$ cat config.mk
export PLATFORM = sky130hd
export DESIGN_NAME = rcs_calendar
export DESIGN_NICKNAME = d
export VERILOG_FILES = /design/src/include/rcs_pkg.sv /design/src/rcs_calendar.sv
export SDC_FILE = /design/constraint.sdc
export NUM_CORES = 1
export LEC_CHECK = 0
export BUFFER_PORTS_ARGS = -buffer_cell sky130_fd_sc_hd__buf_2
export CORE_MARGIN = 8
export CORE_UTILIZATION = 55
export CTS_CLUSTER_DIAMETER = 30
export DETAILED_ROUTE_END_ITERATION = 8
export PLACE_DENSITY_LB_ADDON = 0.15
export RECOVER_POWER = 25
export SLEW_MARGIN = 25
export SYNTH_ARGS = -nofsm -noshare
export SYNTH_HDL_FRONTEND = slang
export SYNTH_SLANG_ARGS = --single-unit
$ cat constraint.sdc
create_clock -name sys_clk -period 4.35 [get_ports sys_clk]
set_input_delay 0.87 -clock sys_clk [delete_from_list [all_inputs] [get_ports sys_clk]]
set_output_delay 0.87 -clock sys_clk [all_outputs]
set_load 0.02 [all_outputs]
$ cat src/include/rcs_pkg.sv
// Summary of operation
// - seconds register top bit flags calendar ready
// - field writes staged until year write commits
// - seconds read copies live calendar into snapshot
// - other field reads return last snapshot values
// - minutes six bits, counting zero to fifty-nine
// - month four bits, one to twelve
// - year write starts clock, commits staged fields
// - year also captured by seconds read snapshot
package rcs_pkg;
    localparam logic [7:0] ADDR_SECONDS = 8'h40;
    localparam logic [7:0] ADDR_MINUTES = 8'h41;
    localparam logic [7:0] ADDR_HOURS = 8'h42;
    localparam logic [7:0] ADDR_DAY = 8'h43;
    localparam logic [7:0] ADDR_MONTH = 8'h44;
    localparam logic [7:0] ADDR_YEAR = 8'h45;
    localparam int READY_BIT = 7;
    localparam logic [5:0] SEC_MAX = 6'h3B;
    localparam logic [5:0] MIN_MAX = 6'h3B;
    localparam logic [4:0] HOUR_MAX = 5'h17;
    localparam logic [3:0] MONTH_MAX = 4'hC;
    localparam logic [5:0] RST_SEC = 6'h00;
    localparam logic [5:0] RST_MIN = 6'h00;
    localparam logic [4:0] RST_HOUR = 5'h00;
    localparam logic [4:0] RST_DAY = 5'h01;
    localparam logic [3:0] RST_MONTH = 4'h1;
    localparam logic [5:0] RST_YEAR = 6'h00;

    typedef struct packed {
        logic [5:0] sec;
        logic [5:0] min;
        logic [4:0] hour;
        logic [4:0] day;
        logic [3:0] month;
        logic [5:0] year;
    } rcs_cal_t;

    localparam rcs_cal_t RST_CAL = '{RST_SEC, RST_MIN, RST_HOUR, RST_DAY, RST_MONTH, RST_YEAR};

    typedef struct packed {
        logic rd;
        logic wr;
        logic [7:0] addr;
        logic [7:0] wdata;
    } rcs_req_t;
endpackage : rcs_pkg

$ cat src/rcs_calendar.sv
`timescale 1ns/1ps
module rcs_calendar (
    // clock and reset
    input wire logic sys_clk,
    input wire logic arst_n,
    // one-second tick from the rtc oscillator divider
    input wire logic sec_tick,
    // register access
    input wire rcs_pkg::rcs_req_t req,
    output logic [7:0] rdata,
    output logic rvalid,
    // status
    output logic clock_running
);
    rcs_pkg::rcs_cal_t live;
    rcs_pkg::rcs_cal_t next_live;
    rcs_pkg::rcs_cal_t stage;
    rcs_pkg::rcs_cal_t snap;
    logic commit;

    assign commit = req.wr && (req.addr == rcs_pkg::ADDR_YEAR);

    // years 2000..2063 leap every fourth, 2000 included
    function automatic logic [4:0] month_days(input logic [3:0] m, input logic [5:0] y);
        logic [4:0] d;
        d = 5'h1F;
        unique case (m)
            4'h4, 4'h6, 4'h9, 4'hB: d = 5'h1E;
            4'h2: d = (y[1:0] == 2'h0) ? 5'h1D : 5'h1C;
            default: d = 5'h1F;
        endcase
        return d;
    endfunction : month_days

    always_comb begin
        next_live = live;
        if (live.sec >= rcs_pkg::SEC_MAX) begin
            next_live.sec = 6'h00;
            if (live.min >= rcs_pkg::MIN_MAX) begin
                next_live.min = 6'h00;
                if (live.hour >= rcs_pkg::HOUR_MAX) begin
                    next_live.hour = 5'h00;
                    if (live.day >= month_days(live.month, live.year)) begin
                        next_live.day = 5'h01;
                        if (live.month >= rcs_pkg::MONTH_MAX) begin
                            next_live.month = 4'h1;
                            next_live.year = 6'(live.year + 6'h01);
                        end else begin
                            next_live.month = 4'(live.month + 4'h1);
                        end
                    end else begin
                        next_live.day = 5'(live.day + 5'h01);
                    end
                end else begin
                    next_live.hour = 5'(live.hour + 5'h01);
                end
            end else begin
                next_live.min = 6'(live.min + 6'h01);
            end
        end else begin
            next_live.sec = 6'(live.sec + 6'h01);
        end
    end

    // running calendar; a commit beats a tick in the same cycle
    always_ff @(posedge sys_clk or negedge arst_n) begin
        if (!arst_n) begin
            live <= rcs_pkg::RST_CAL;
        end else if (commit) begin
            live <= '{stage.sec, stage.min, stage.hour, stage.day, stage.month,
                      req.wdata[5:0]};
        end else if (sec_tick && clock_running) begin
            live <= next_live;
        end
    end

    // clock stays stopped until software sets the calendar once
    always_ff @(posedge sys_clk or negedge arst_n) begin
        if (!arst_n) begin
            clock_running <= 1'b0;
        end else if (commit) begin
            clock_running <= 1'b1;
        end
    end

    // staging; only the field bits are kept
    always_ff @(posedge sys_clk or negedge arst_n) begin
        if (!arst_n) begin
            stage <= rcs_pkg::RST_CAL;
        end else if (req.wr) begin
            unique case (req.addr)
                rcs_pkg::ADDR_SECONDS: stage.sec <= req.wdata[5:0];
                rcs_pkg::ADDR_MINUTES: stage.min <= req.wdata[5:0];
                rcs_pkg::ADDR_HOURS: stage.hour <= req.wdata[4:0];
                rcs_pkg::ADDR_DAY: stage.day <= req.wdata[4:0];
                rcs_pkg::ADDR_MONTH: stage.month <= req.wdata[3:0];
                rcs_pkg::ADDR_YEAR: stage.year <= req.wdata[5:0];
                default: stage <= stage;
            endcase
        end
    end

    // snapshot, so multi-byte reads never tear across a carry
    always_ff @(posedge sys_clk or negedge arst_n) begin
        if (!arst_n) begin
            snap <= rcs_pkg::RST_CAL;
        end else if (req.rd && (req.addr == rcs_pkg::ADDR_SECONDS)) begin
            snap <= live;
        end
    end

    // read data one cycle after the strobe
    always_ff @(posedge sys_clk or negedge arst_n) begin
        if (!arst_n) begin
            rdata <= 8'h00;
            rvalid <= 1'b0;
        end else begin
            rvalid <= req.rd;
            rdata <= 8'h00;
            if (req.rd) begin
                unique case (req.addr)
                    rcs_pkg::ADDR_SECONDS: begin
                        rdata[rcs_pkg::READY_BIT] <= clock_running;
                        rdata[5:0] <= live.sec;
                    end
                    rcs_pkg::ADDR_MINUTES: rdata[5:0] <= snap.min;
                    rcs_pkg::ADDR_HOURS: rdata[4:0] <= snap.hour;
                    rcs_pkg::ADDR_DAY: rdata[4:0] <= snap.day;
                    rcs_pkg::ADDR_MONTH: rdata[3:0] <= snap.month;
                    rcs_pkg::ADDR_YEAR: rdata[5:0] <= snap.year;
                    default: rdata <= 8'h00;
                endcase
            end
        end
    end
endmodule : rcs_calendar

==> results.py <==
metrics = {
    "clock_network": {
        "htreeDepth": 3,
        "cts.clk_slew.worst_paths_ns": 0.10,
        "cts.sinks": 93,
        "ctsHoldBuffers": 0,
        "cts_inserted_buffers": 9,
        "cts_tree": "done",
        "cts-root-buf": "clkbuf_8",
        "cts_setup_buffers": 0,
        "clk_path_buf_depth": 2,
        "ctsResizeCount": 0,
        "clk_latency_ns": 0.37,
    },
    "detailed_routing": {
        "postRouteAntennaNets": 0,
        "wl_per_cell_um": 19.1,
        "drt_iter0_markers": 271,
        "via_count": 3392,
        "remaining_drc_errors": 0,
        "drt_pass1_iterations": 4,
        "totalWireLength_um": 10600,
        "vias_per_cell": 6.11,
    },
    "synthesis": {
        "yosys_warnings": 0,
        "netlist_area_um2": 4710,
        "yosysUniqueCellTypes": 58,
        "synth_common_cells": "87 x dfrtp_1, 51 x mux2_2, 32 x nor2_1",
        "synth_most_common_cell": "dfrtp_1",
        "yosysTopAreaCell": "dfrtp_1",
        "async_reset_ff_share_pct": 100,
        "seq_area_frac_synth_pct": 49.5,
        "synth.area.top_cells": "dfrtp_1 46%, mux2_2 12%, dfstp_2 3.3%, ha_1 3.2%, o21ai_0 2.7%",
        "synth_fp_nets": 458,
        "synthCells": 425,
        "synth_top_area_share_pct": 46.2,
        "synth_seq_cells": 93,
        "avgSynthCellArea_um2": 11.1,
        "synth_edf_count": 0,
        "synthFlopType": "dfrtp_1",
    },
    "floorplan": {
        "coreArea_um2": 8260,
        "dieArea_um2": 11800,
        "fp.dieW_um": 109,
        "initial_core_util_pct": 57.1,
        "ioPinCount": 31,
        "die_y_um": 109,
        "fp-row-count": 33,
    },
    "global_route": {
        "grt_pass1_vias": 3319,
        "grt_overflow": 0,
        "grt_start_max_net_pins": 62,
        "grt_usage_pct": 19.1,
        "grt_pass1_wl_um": 17300,
        "antenna_found_initial": 0,
    },
    "finish": {
        "diodes": 0,
        "fillers": 706,
        "area_growth_pct": 9.35,
        "nets": 478,
        "layout.cells.non_filler": 555,
        "drive_gt1_share_pct": 26.2,
    },
    "sta": {
        "rsz0062_at_grt": "no",
        "finalSetupViolCount": 0,
        "setup_slack_ns": 1.65,
        "post-route-min-period_ns": 2.70,
        "tightest_slew_ns": 0.839,
        "drv_slew": 0,
        "slew_headroom_pct": 43.8,
        "skew_ns": 0.0186,
        "fin_tns_setup_ns": 0,
        "max_freq_ghz": 0.370,
        "hold_ws_ns": 0.483,
        "period_share_pct": 62.1,
        "hold_violations": 0,
    },
    "setup_path": {
        "critPathArrivalTime_ns": 3.01,
        "rr_endpoint": "live[4]",
        "setup.worst_path.class": "flip-flop to flip-flop",
        "crit_path_start_kind": "flip-flop",
        "path_max_fanout": 7,
        "end_kind": "flip-flop",
        "reg2reg_slack_ns": 1.65,
        "reg2reg_from": "live[6]",
        "required_ns": 4.65,
        "rr_worst_depth": 10,
    },
    "pwr": {
        "leakage_nw": 2.39,
        "cellPowerDensity_nw_per_um2": 349,
        "ir_drop_v": 0.000165,
    },
    "outcome": {
        "outcome": "completed",
    },
    "job": {
        "maxCapViolCount": 0,
    },
    "placement": {
        "portBuffers": 27,
        "hpwlAfterDp_um": 7290,
        "dp.cells": 539,
        "pre_cts_ws_ns": 1.53,
        "gp_routability_congestion": 0.856,
    },
    "hold_path": {
        "worstHoldStart": "stage[18]",
        "hp-class": "flip-flop to flip-flop",
        "worstHoldPathCells": 2,
        "min_to": "live[18]",
    },
}
[flip-flops by register name (all words and copies together) (netlist names)]
register	count
clock_running	1
snap	26
rdata	7
stage	26
live	32
rvalid	1
[cell type report]
| cell class | instances | area [um2] | share of cell area, % |
|---|---|---|---|
| Clock buffer | 10 | 138 | 2.67 |
| Sequential cell | 93 | 2330 | 45.3 |
| Tap cell | 105 | 131 | 2.55 |
| Multi-Input combinational cell | 303 | 2240 | 43.4 |
| Clock inverter | 6 | 116 | 2.26 |
| Timing Repair Buffer | 32 | 174 | 3.38 |
| Inverter | 6 | 22.5 | 0.437 |
[routing by layer]
layer / global-route usage, % / part of all wire [%] / vias up
li1: - / - / 1601
met1: 26.9 / 47 / 1669
met2: 29.2 / 45 / 112
met3: 3.63 / 7.2 / 10
met4: 5.57 / 1.1 / 0
met5: 0 / 0 / -
[layout by cell type (no fill, tap or decap), types with 3 or more instances in the layout]
cell / netlist / routed
a21o_1: 4 / 4
a21oi_1: 16 / 16
a31oi_1: 17 / 17
and2_1: 6 / 6
and3_1: 5 / 5
buf_2: 3 / 25
buf_4: 1 / 6
bufinv_16: 0 / 3
clkbuf_8: 0 / 10
dfrtp_1: 87 / 87
dfstp_2: 6 / 6
ha_1: 12 / 12
inv_1: 6 / 6
mux2_2: 51 / 51
mux2i_1: 9 / 9
mux4_2: 5 / 5
nand2_1: 30 / 30
nand2b_1: 4 / 4
nand3_1: 19 / 19
nand4_1: 5 / 5
nand4b_1: 5 / 5
nor2_1: 32 / 32
nor2b_1: 3 / 3
nor3_1: 5 / 5
nor3b_1: 4 / 4
nor4_1: 3 / 3
o21a_1: 3 / 3
o21ai_0: 25 / 25
o31ai_1: 6 / 6
or3_1: 3 / 3
[cell families (layout without fill, tap and decap cells)]
group                    count (synthesis)  after routing  synth area share [%]
flip-flops                              93             93                  49.5
multiplexers                            66             66                  16.7
buffers and inverters                   29             54                  3.00
other                                    1              1                0.0796
AO/OA/AOI/OAI                           89             89                  12.2
AND/OR/NAND/NOR                        135            135                  15.3
adder cells (fa/ha/maj)                 12             12                  3.19
[metrics by stage]
step                utilization, %  area, um2  total power [W]
floorplan                        -       4710          0.00103
global placement              59.3       4900          0.00109
detailed placement            59.3       4900          0.00110
CTS                           62.4       5150          0.00181
global route                  62.4       5150          0.00187
finish                        62.4       5150          0.00180
[critical path, stage by stage, from the launching register on]
cell      delay, ns
dfstp_2        0.60
inv_1          0.09
ha_1           0.22
a221o_1        0.32
nand2_1        0.06
ha_1           0.11
nand2b_1       0.09
a21o_1         0.22
nand3_1        0.24
or4_1          0.52
a31oi_1        0.16
[worst max path at each step]
stage	from	to	slack, ns	cells after the start
final	live[6]	live[4]	1.65	10
after global routing	live[6]	live[4]	1.48	10
after CTS	live[6]	live[4]	1.66	10
after detailed placement	sec_tick	live[9]	1.53	6
after global placement	req[13]	snap[1]	1.56	6
after floorplan	req[13]	snap[11]	1.84	6
[where the power goes]
part	leakage [nW]	total (W)	internal (W)	switching, W
Combinational	1.01	0.000132	0.0000578	0.0000741
Sequential	1.26	0.000946	0.000902	0.0000437
Clock	0.127	0.000722	0.000403	0.000319
Total	2.39	0.00180	0.00136	0.000437
(Power assumes the default switching activity.)
